--- src/cpe_pkg.sv ---
package cpe_pkg;

    // ------------------------------------------------------------
    // Clock and timing
    // ------------------------------------------------------------
    localparam int unsigned CLK_HZ      = 100_000_000;
    localparam int unsigned PWM_HZ      = 20;
    localparam int unsigned SLOT_MS     = 50;
    localparam int unsigned SLOT_CYCLES = SLOT_MS * (CLK_HZ / 1000);
    localparam int unsigned RAMP_LEVELS = 1024;
    // Cycles per ramp step, longest time so rounded down
    localparam int unsigned STEP_CYCLES = CLK_HZ / (PWM_HZ * RAMP_LEVELS);

    // ------------------------------------------------------------
    // Codes and counts
    // ------------------------------------------------------------
    localparam int unsigned CODE_W     = 10;
    localparam logic [9:0]  CODE_MID   = 10'h200;
    localparam logic [9:0]  RAMP_TOP   = 10'h3ff;
    localparam logic [10:0] COUNT_MID  = 11'h200;
    localparam logic [10:0] COUNT_FULL = 11'h400;
    localparam logic [9:0]  CODE_POS_FS = 10'h3d1;
    localparam logic [9:0]  CODE_NEG_FS = 10'h02e;
    // Gain 1/2.2 as 931/2048
    localparam logic [11:0] GAIN       = 12'h3a3;
    localparam int unsigned GAIN_SHIFT = 11;

    // ------------------------------------------------------------
    // Ramp state carrier
    // ------------------------------------------------------------
    typedef struct packed {
        logic       step;
        logic       wrap;
        logic       half;
        logic [9:0] ramp;
    } cpe_ramp_t;

    // ------------------------------------------------------------
    // Ones count of one slot to PWM code
    // ------------------------------------------------------------
    function automatic logic [9:0] cpe_code_of(input logic [10:0] ones);
        logic signed [12:0] dev;
        logic signed [25:0] prod;
        logic signed [25:0] sum;
        dev  = $signed({1'b0, ones, 1'b0}) - $signed({2'b00, COUNT_FULL});
        prod = dev * $signed({1'b0, GAIN});
        sum  = (prod >>> GAIN_SHIFT) + $signed({16'h0000, CODE_MID});
        return sum[9:0];
    endfunction

endpackage

--- src/cpe_top.sv ---
`timescale 1ns/100ps
// How it works
// - Accumulate modulator bits into a multi-bit value
// - PWM from code versus ramp count
// - Average over slots of about 50 ms
// - Zero current gives half duty plus half a step
// - Positive current gives duty above half
// - Negative current gives duty below half
// - Full scale gives 95.5 or 4.5 percent
// - Duty linear in current, gain 1/2.2
// - Full scale build option changes neither code nor decode
// - Duty quantized to 1024 levels
// - Half-step extra high time on output
// - Each period shows previous slot's average
// - Inhibit low stops block, high runs
// - PWM period near 20 Hz from clock
module cpe_top #(
    parameter int unsigned STEP_CYCLES    = cpe_pkg::STEP_CYCLES,
    parameter bit          FULL_SCALE_10A = 1'b0
) (
    input  wire logic sys_clk_i,
    input  wire logic rst_n_i,
    input  wire logic clk_en_i,
    input  wire logic mod_bit_i,
    input  wire logic low_power_inhibit_n_i,
    output logic      pwm_o,
    output logic      active_o
);

    // ------------------------------------------------------------
    // Elaboration checks
    // ------------------------------------------------------------
    // Full-scale choice only feeds the check below, code math and reader decode are shared
    localparam int unsigned FULL_SCALE_A = FULL_SCALE_10A ? 10 : 1;
    // Last cycle count of one PWM period
    localparam logic [31:0] PERIOD_LAST = 32'(STEP_CYCLES * cpe_pkg::RAMP_LEVELS - 1);

    // Prescaler needs two states to mark a half step
    if (STEP_CYCLES < 2) begin : g_bad_step
        $error("cpe_top: STEP_CYCLES must be at least 2");
    end
    // Full scale option must name a real range
    if (FULL_SCALE_A == 0) begin : g_bad_scale
        $error("cpe_top: bad full scale");
    end
    // One PWM period may not outlast a sampling slot
    if (STEP_CYCLES * cpe_pkg::RAMP_LEVELS > cpe_pkg::SLOT_CYCLES) begin : g_bad_period
        $error("cpe_top: ramp period exceeds slot");
    end
    // Ramp levels must match the code width
    if (cpe_pkg::RAMP_LEVELS != (1 << cpe_pkg::CODE_W)) begin : g_bad_levels
        $error("cpe_top: ramp levels do not match code width");
    end

    // ------------------------------------------------------------
    // Declarations
    // ------------------------------------------------------------
    logic               mod_meta_q;
    logic               mod_sync_q;
    logic               inh_meta_q;
    logic               inh_sync_q;
    logic               clear;
    logic [10:0]        acc_q;
    logic [10:0]        ones;
    logic               load;
    logic [9:0]         code;
    cpe_pkg::cpe_ramp_t rs;
    logic [31:0]        per_cnt_q;

    // ------------------------------------------------------------
    // Pin synchronisers
    // ------------------------------------------------------------
    always_ff @(posedge sys_clk_i or negedge rst_n_i) begin
        if (!rst_n_i) begin
            mod_meta_q <= 1'b0;
            mod_sync_q <= 1'b0;
            inh_meta_q <= 1'b0;
            inh_sync_q <= 1'b0;
        end else if (clk_en_i) begin
            mod_meta_q <= mod_bit_i;
            mod_sync_q <= mod_meta_q;
            inh_meta_q <= low_power_inhibit_n_i;
            inh_sync_q <= inh_meta_q;
        end
    end

    // Shutdown holds ramp, accumulator and PWM cleared and code at mid scale, synchronisers keep sampling
    assign clear = !inh_sync_q;

    // ------------------------------------------------------------
    // Ramp and step timing
    // ------------------------------------------------------------
    cpe_ramp #(
        .STEP_CYCLES (STEP_CYCLES)
    ) u_ramp (
        .sys_clk_i (sys_clk_i),
        .rst_n_i   (rst_n_i),
        .clk_en_i  (clk_en_i),
        .clear_i   (clear),
        .ramp_o    (rs)
    );

    // ------------------------------------------------------------
    // Slot accumulator, one sample per step
    // ------------------------------------------------------------
    always_ff @(posedge sys_clk_i or negedge rst_n_i) begin
        if (!rst_n_i) begin
            acc_q <= 11'h000;
        end else if (clk_en_i) begin
            if (clear) begin
                acc_q <= 11'h000;
            end else if (rs.wrap) begin
                acc_q <= 11'h000;
            end else if (rs.step) begin
                acc_q <= acc_q + {10'h000, mod_sync_q};
            end
        end
    end

    // Slot total includes the last sample
    assign ones = acc_q + {10'h000, mod_sync_q};
    assign load = rs.wrap && !clear;

    // ------------------------------------------------------------
    // Scaling to code
    // ------------------------------------------------------------
    cpe_scale u_scale (
        .sys_clk_i (sys_clk_i),
        .rst_n_i   (rst_n_i),
        .clk_en_i  (clk_en_i),
        .clear_i   (clear),
        .load_i    (load),
        .ones_i    (ones),
        .code_o    (code)
    );

    // ------------------------------------------------------------
    // PWM compare with half-step extension
    // ------------------------------------------------------------
    always_ff @(posedge sys_clk_i or negedge rst_n_i) begin
        if (!rst_n_i) begin
            pwm_o <= 1'b0;
        end else if (clk_en_i) begin
            if (clear) begin
                pwm_o <= 1'b0;
            end else begin
                pwm_o <= (rs.ramp < code)
                      || ((rs.ramp == code) && !rs.half);
            end
        end
    end

    // Running status
    always_ff @(posedge sys_clk_i or negedge rst_n_i) begin
        if (!rst_n_i) begin
            active_o <= 1'b0;
        end else if (clk_en_i) begin
            active_o <= inh_sync_q;
        end
    end

    // ------------------------------------------------------------
    // Assertions
    // ------------------------------------------------------------
    // Cycles since the last wrap, checked against one PWM period
    always_ff @(posedge sys_clk_i or negedge rst_n_i) begin
        if (!rst_n_i) begin
            per_cnt_q <= 32'h0000_0000;
        end else if (clk_en_i) begin
            if (clear || rs.wrap) begin
                per_cnt_q <= 32'h0000_0000;
            end else begin
                per_cnt_q <= per_cnt_q + 32'h0000_0001;
            end
        end
    end

    property p_shutdown_low;
        @(posedge sys_clk_i) disable iff (!rst_n_i)
        (clk_en_i && clear) |=> !pwm_o && !active_o;
    endproperty
    a_shutdown_low: assert property (p_shutdown_low)
        else $error("pwm not low in shutdown");

    property p_wake_mid;
        @(posedge sys_clk_i) disable iff (!rst_n_i)
        $rose(active_o) |-> (code == cpe_pkg::CODE_MID) && (rs.ramp == 10'h000);
    endproperty
    a_wake_mid: assert property (p_wake_mid)
        else $error("no mid code after wake");

    property p_high_below;
        @(posedge sys_clk_i) disable iff (!rst_n_i)
        (clk_en_i && !clear && (rs.ramp < code)) |=> pwm_o;
    endproperty
    a_high_below: assert property (p_high_below)
        else $error("pwm low below code");

    property p_low_above;
        @(posedge sys_clk_i) disable iff (!rst_n_i)
        (clk_en_i && !clear && (rs.ramp > code)) |=> !pwm_o;
    endproperty
    a_low_above: assert property (p_low_above)
        else $error("pwm high above code");

    property p_half_step;
        @(posedge sys_clk_i) disable iff (!rst_n_i)
        (clk_en_i && !clear && (rs.ramp == code)) |=> (pwm_o == !$past(rs.half));
    endproperty
    a_half_step: assert property (p_half_step)
        else $error("half step wrong");

    property p_load_code;
        @(posedge sys_clk_i) disable iff (!rst_n_i)
        (clk_en_i && load) |=> (code == cpe_pkg::cpe_code_of($past(ones)));
    endproperty
    a_load_code: assert property (p_load_code)
        else $error("code not loaded at slot end");

    property p_zero_mid;
        @(posedge sys_clk_i) disable iff (!rst_n_i)
        (clk_en_i && load && (ones == cpe_pkg::COUNT_MID)) |=> (code == cpe_pkg::CODE_MID);
    endproperty
    a_zero_mid: assert property (p_zero_mid)
        else $error("zero current not mid");

    property p_pos;
        @(posedge sys_clk_i) disable iff (!rst_n_i)
        (clk_en_i && load && (ones > cpe_pkg::COUNT_MID)) |=> (code > cpe_pkg::CODE_MID);
    endproperty
    a_pos: assert property (p_pos)
        else $error("positive current not above half");

    property p_neg;
        @(posedge sys_clk_i) disable iff (!rst_n_i)
        (clk_en_i && load && (ones < cpe_pkg::COUNT_MID)) |=> (code < cpe_pkg::CODE_MID);
    endproperty
    a_neg: assert property (p_neg)
        else $error("negative current not below half");

    property p_full_scale;
        @(posedge sys_clk_i) disable iff (!rst_n_i)
        (clk_en_i && load && ((ones == cpe_pkg::COUNT_FULL) || (ones == 11'h000)))
        |=> ((code == cpe_pkg::CODE_POS_FS) || (code == cpe_pkg::CODE_NEG_FS));
    endproperty
    a_full_scale: assert property (p_full_scale)
        else $error("full scale code wrong");

    property p_slot_clear;
        @(posedge sys_clk_i) disable iff (!rst_n_i)
        (clk_en_i && rs.wrap) |=> (acc_q == 11'h000) && (rs.ramp == 10'h000);
    endproperty
    a_slot_clear: assert property (p_slot_clear)
        else $error("slot not restarted");

    property p_freeze;
        @(posedge sys_clk_i) disable iff (!rst_n_i)
        !clk_en_i |=> $stable(acc_q) && $stable(pwm_o) && $stable(code);
    endproperty
    a_freeze: assert property (p_freeze)
        else $error("state moved while disabled");

    property p_period_len;
        @(posedge sys_clk_i) disable iff (!rst_n_i)
        (clk_en_i && !clear && rs.wrap) |-> (per_cnt_q == PERIOD_LAST);
    endproperty
    a_period_len: assert property (p_period_len)
        else $error("pwm period length wrong");

    property p_step_gap;
        @(posedge sys_clk_i) disable iff (!rst_n_i)
        (clk_en_i && rs.step) |=> !rs.step;
    endproperty
    a_step_gap: assert property (p_step_gap)
        else $error("ramp steps back to back");

    property p_ramp_step;
        @(posedge sys_clk_i) disable iff (!rst_n_i)
        (clk_en_i && !clear && rs.step && !rs.wrap) |=> (rs.ramp == $past(rs.ramp) + 10'h001);
    endproperty
    a_ramp_step: assert property (p_ramp_step)
        else $error("ramp did not advance one level");

    property p_acc_add;
        @(posedge sys_clk_i) disable iff (!rst_n_i)
        (clk_en_i && !clear && rs.step && !rs.wrap)
        |=> (acc_q == $past(acc_q) + {10'h000, $past(mod_sync_q)});
    endproperty
    a_acc_add: assert property (p_acc_add)
        else $error("sample not accumulated");

    property p_clear_state;
        @(posedge sys_clk_i) disable iff (!rst_n_i)
        (clk_en_i && clear) |=> (code == cpe_pkg::CODE_MID) && (acc_q == 11'h000);
    endproperty
    a_clear_state: assert property (p_clear_state)
        else $error("shutdown left state behind");

    property p_code_range;
        @(posedge sys_clk_i) disable iff (!rst_n_i)
        (code >= cpe_pkg::CODE_NEG_FS) && (code <= cpe_pkg::CODE_POS_FS);
    endproperty
    a_code_range: assert property (p_code_range)
        else $error("code beyond full scale");

    property p_active_follow;
        @(posedge sys_clk_i) disable iff (!rst_n_i)
        clk_en_i |=> (active_o == $past(inh_sync_q));
    endproperty
    a_active_follow: assert property (p_active_follow)
        else $error("status not following inhibit");

endmodule

--- src/cpe_ramp.sv ---
`timescale 1ns/100ps
module cpe_ramp #(
    parameter int unsigned STEP_CYCLES = cpe_pkg::STEP_CYCLES
) (
    input  wire logic              sys_clk_i,
    input  wire logic              rst_n_i,
    input  wire logic              clk_en_i,
    input  wire logic              clear_i,
    output cpe_pkg::cpe_ramp_t     ramp_o
);

    localparam logic [31:0] STEP_LAST = 32'(STEP_CYCLES - 1);
    localparam logic [31:0] STEP_HALF = 32'(STEP_CYCLES / 2);

    logic [31:0] div_q;
    logic [9:0]  ramp_q;
    logic        step;

    // Prescaler needs two states to mark a half step
    if (STEP_CYCLES < 2) begin : g_bad_step
        $error("cpe_ramp: STEP_CYCLES must be at least 2");
    end

    assign step = (div_q == STEP_LAST);

    // Step prescaler
    always_ff @(posedge sys_clk_i or negedge rst_n_i) begin
        if (!rst_n_i) begin
            div_q <= 32'h0000_0000;
        end else if (clk_en_i) begin
            if (clear_i || step) begin
                div_q <= 32'h0000_0000;
            end else begin
                div_q <= div_q + 32'h0000_0001;
            end
        end
    end

    // Free-running ramp, one level per step
    always_ff @(posedge sys_clk_i or negedge rst_n_i) begin
        if (!rst_n_i) begin
            ramp_q <= 10'h000;
        end else if (clk_en_i) begin
            if (clear_i) begin
                ramp_q <= 10'h000;
            end else if (step) begin
                ramp_q <= ramp_q + 10'h001;
            end
        end
    end

    // Ramp state out
    assign ramp_o.step = step;
    assign ramp_o.wrap = step && (ramp_q == cpe_pkg::RAMP_TOP);
    assign ramp_o.half = (div_q >= STEP_HALF);
    assign ramp_o.ramp = ramp_q;

endmodule

--- src/cpe_scale.sv ---
`timescale 1ns/100ps
module cpe_scale (
    input  wire logic        sys_clk_i,
    input  wire logic        rst_n_i,
    input  wire logic        clk_en_i,
    input  wire logic        clear_i,
    input  wire logic        load_i,
    input  wire logic [10:0] ones_i,
    output logic      [9:0]  code_o
);

    // Code register, mid scale until a slot completes
    always_ff @(posedge sys_clk_i or negedge rst_n_i) begin
        if (!rst_n_i) begin
            code_o <= cpe_pkg::CODE_MID;
        end else if (clk_en_i) begin
            if (clear_i) begin
                code_o <= cpe_pkg::CODE_MID;
            end else if (load_i) begin
                code_o <= cpe_pkg::cpe_code_of(ones_i);
            end
        end
    end

endmodule

--- config.mk ---
export PLATFORM = sky130hd
export DESIGN_NAME = cpe_top
export DESIGN_NICKNAME = d
export VERILOG_FILES = /design/src/cpe_pkg.sv /design/src/cpe_top.sv /design/src/cpe_ramp.sv /design/src/cpe_scale.sv
export SDC_FILE = /design/constraint.sdc
export NUM_CORES = 1
export LEC_CHECK = 0
export BUFFER_PORTS_ARGS = -buffer_cell sky130_fd_sc_hd__clkbuf_2
export CAP_MARGIN = 20
export CORE_MARGIN = 4
export CORE_UTILIZATION = 45
export CTS_CLUSTER_SIZE = 8
export DETAILED_ROUTE_END_ITERATION = 12
export PLACE_DENSITY_LB_ADDON = 0.3
export SKIP_LAST_GASP = 1
export SYNTH_ARGS = -nofsm -noshare
export SYNTH_HDL_FRONTEND = slang
export SYNTH_HIERARCHICAL = 1
export SYNTH_SLANG_ARGS = --single-unit
--- constraint.sdc ---
create_clock -name sys_clk_i -period 5.66 [get_ports sys_clk_i]
set_clock_uncertainty 0.2 [all_clocks]
set_input_delay 0 -clock sys_clk_i [delete_from_list [all_inputs] [get_ports sys_clk_i]]
set_output_delay 0 -clock sys_clk_i [all_outputs]
set_load 0.02 [all_outputs]
==> out/metrics.cfg <==
[outcome]
outcome=finished clean

[synthesis]
yosysUniqueCellTypes=79
synthMuxAreaShare_pct=1.34
synth_fp_nets=806
synth_compound_area_share_pct=11.4
yosys.area_share.adder_pct=24.6
synth_ff_type=dfrtp_1
synth-simple-area-share_pct=20.5
netlist_area_mm2=0.00637
syn-mean-instance-area_um2=9.15
async_flop_share_pct=100
synthTopCellsByArea=dfrtp_1 (27%), ha_1 (14%), fa_1 (11%)
synth_commonest_cells=inv_1 (107), ha_1 (71), dfrtp_1 (68)
seq_area_frac_synth_pct=27.1
synthDominantCellAreaShare_pct=26.7
yosysTopAreaCell=dfrtp_1
synth_xor_xnor_area_share_pct=6.33
synth_top_family_by_area=adder cells
synth_edf_count=0
yosysMostFrequentCell=inv_1
yosys_warnings=6
synth_cells=696
yosys_register_bits=69

[layout]
drive_above_1_share_pct=12.1
antennaDiodeCount=0
multi_input_area_mm2=0.00423
regArea_mm2=0.00173
syn_to_final_growth_pct=11.2
fill_cells=1215
fin_util_pct=51.0
nNetsFinal=822

[setup_path]
ff2ff_setup_slack_ns=0.16
crit_type=reg -> reg
crit_arrival_ns=5.54
required_ns=5.70
start_kind=register
critPathCaptureType=register
r2r_cells=18
path_max_fanout=7
regToRegEndpoint=u_scale/code_o[9]
reg2reg_from=acc_q[0]

[timing]
max_slew_margin_pct=31.5
max_freq_mhz=182
setup_viol=0
min_period_ns=5.50
fin_crit_sh_pct=97.2
fin_ws_ns=0.159
final_max_slew_viol_count=0
finalHoldViolations=0
worst_slew_pin_slew_ns=1.02

[floorplan]
start_util_pct=45.9
fp.coreArea_mm2=0.0139
die_y_um=127
fp.dieW_um=127
rows=43
io_pins=7
dieArea_mm2=0.0161

[routing]
routed_wirelength_um=14300
vias=5011
ant_nets=0
via_per_inst=5.59
drtIter0Drc=412
post_drt_wl_per_cell_um=15.9
dr.pass1.iters=4
drc=0

[grt]
grt_max_degree=70
antenna_found_initial=0
grt_pass1_vias=4952
grt_overflow=0
grt_pass1_wl_um=23700
grt_usage_pct=17.8

[cts]
clkSinkCount=69
root_buffer=clkbuf_16
cts_tree=yes
clk_latency_ns=0.33
cts-buffers-inserted=9
cts.reportedPaths.clkPinSlew_ns=0.06
clk_path_buf_depth=2
htreeDepth=3

[worst_hold_path]
hp-class=in -> reg
min_from=clk_en_i
min_to=inh_sync_q
hold_depth=3

[placed_design]
dp_slack_ns=-0.0357
io_buffer_count=6
gp_congestion=0.903
dp_hpwl_um=10400

[power]
peakVddDrop_v=0.000148
leakage_nw=3.47
powerDensity_mw_per_mm2=331

[flow_run]
maxCapViolCount=0

==> timing repair <==
item	4_1_cts	5_1_grt
pin swaps	4	5
setup buffers	4	1
gates resized for setup	7	14
setup endpoints to repair	2	8
hold endpoints to repair	70	0
hold buffers	3	0
==> kinds of logic (layout without fill, tap and decap cells) <==
family	count (synthesis)	count (layout)
simple gates	234	234
buf+inv	129	150
fa+ha+maj	105	105
compound gates	105	105
flops	69	69
xor+xnor	46	46
mux	8	8
==> cells in the final DEF (no fill, tap or decap), drive strengths merged, types with 26 or more instances in the layout <==
cell type	n
a21oi	26
nand3	35
nand2	45
fa	34
nor2	48
xor2	29
ha	71
inv	109
o21ai	30
dfrtp	68
==> sequential cells by signal, indices dropped and copies added (netlist names) <==
signal / flops
acc_q: 11
active_o: 1
inh_meta_q: 1
inh_sync_q: 1
mod_meta_q: 1
mod_sync_q: 1
pwm_o: 1
u_ramp/div_q: 32
u_ramp/ramp_q: 10
u_scale/code_o: 10
==> critical path, stage by stage (launching register included) <==
cell,delay (ns)
dfrtp_1,0.39
ha_4,0.17
nand3_1,0.09
xnor2_1,0.52
ha_1,0.34
inv_1,0.07
fa_1,0.41
inv_1,0.09
fa_1,0.43
fa_1,0.52
inv_1,0.05
fa_1,0.50
inv_1,0.04
ha_1,0.42
a21oi_1,0.19
o21ai_1,0.17
a32o_1,0.28
a211o_1,0.29
a221oi_2,0.25
==> area by class of cell <==
type / count / area share [%]
flip-flops and latches: 69 / 24.4
repair buffers: 26 / 2.65
multi-input cells: 498 / 59.8
clock buffers: 10 / 3.23
clock inverters: 6 / 0.990
well taps: 180 / 3.18
inverters: 108 / 5.73
==> power by group <==
group | internal, mW | switching, mW
logic | 0.487 | 0.728
clock network | 0.345 | 0.231
registers | 0.525 | 0.0271
total | 1.36 | 0.987
==> routing by layer <==
metal / track usage, % / wire, um / vias to the layer above
li1: - / - / 2411
met1: 25.3 / 6880 / 2468
met2: 28.7 / 6670 / 108
met3: 2.57 / 547 / 24
met4: 4.29 / 191 / 0
met5: 0 / 0 / -
==> metrics by stage <==
stage          hold slack (ns)  power (mW)  instance area, um^2  cells  TNS [ns]
2_1_floorplan           -0.496        1.39                 6370    696         0
3_3_place_gp            0.0350        1.62                 6570    873         0
3_5_place_dp            0.0392        1.66                 6570    873   -0.0596
4_1_cts                 0.0783        2.29                 6980    896   -0.0100
5_1_grt                  0.110        2.53                 7080    897   -0.0197
6_report                0.0826        2.34                 7080    897         0
==> how the worst max path moves through the flow <==
| stage | to | depth (start not counted) | startpoint |
|---|---|---|---|
| floorplan | u_scale/code_o[9] | 20 | mod_sync_q |
| global placement | u_scale/code_o[5] | 18 | mod_sync_q |
| detailed placement | u_scale/code_o[5] | 18 | mod_sync_q |
| CTS | u_scale/code_o[5] | 18 | acc_q[2] |
| global route | u_scale/code_o[9] | 19 | acc_q[0] |
| finish | u_scale/code_o[9] | 18 | acc_q[0] |
No activity file was read; power rests on OpenSTA's default activity.
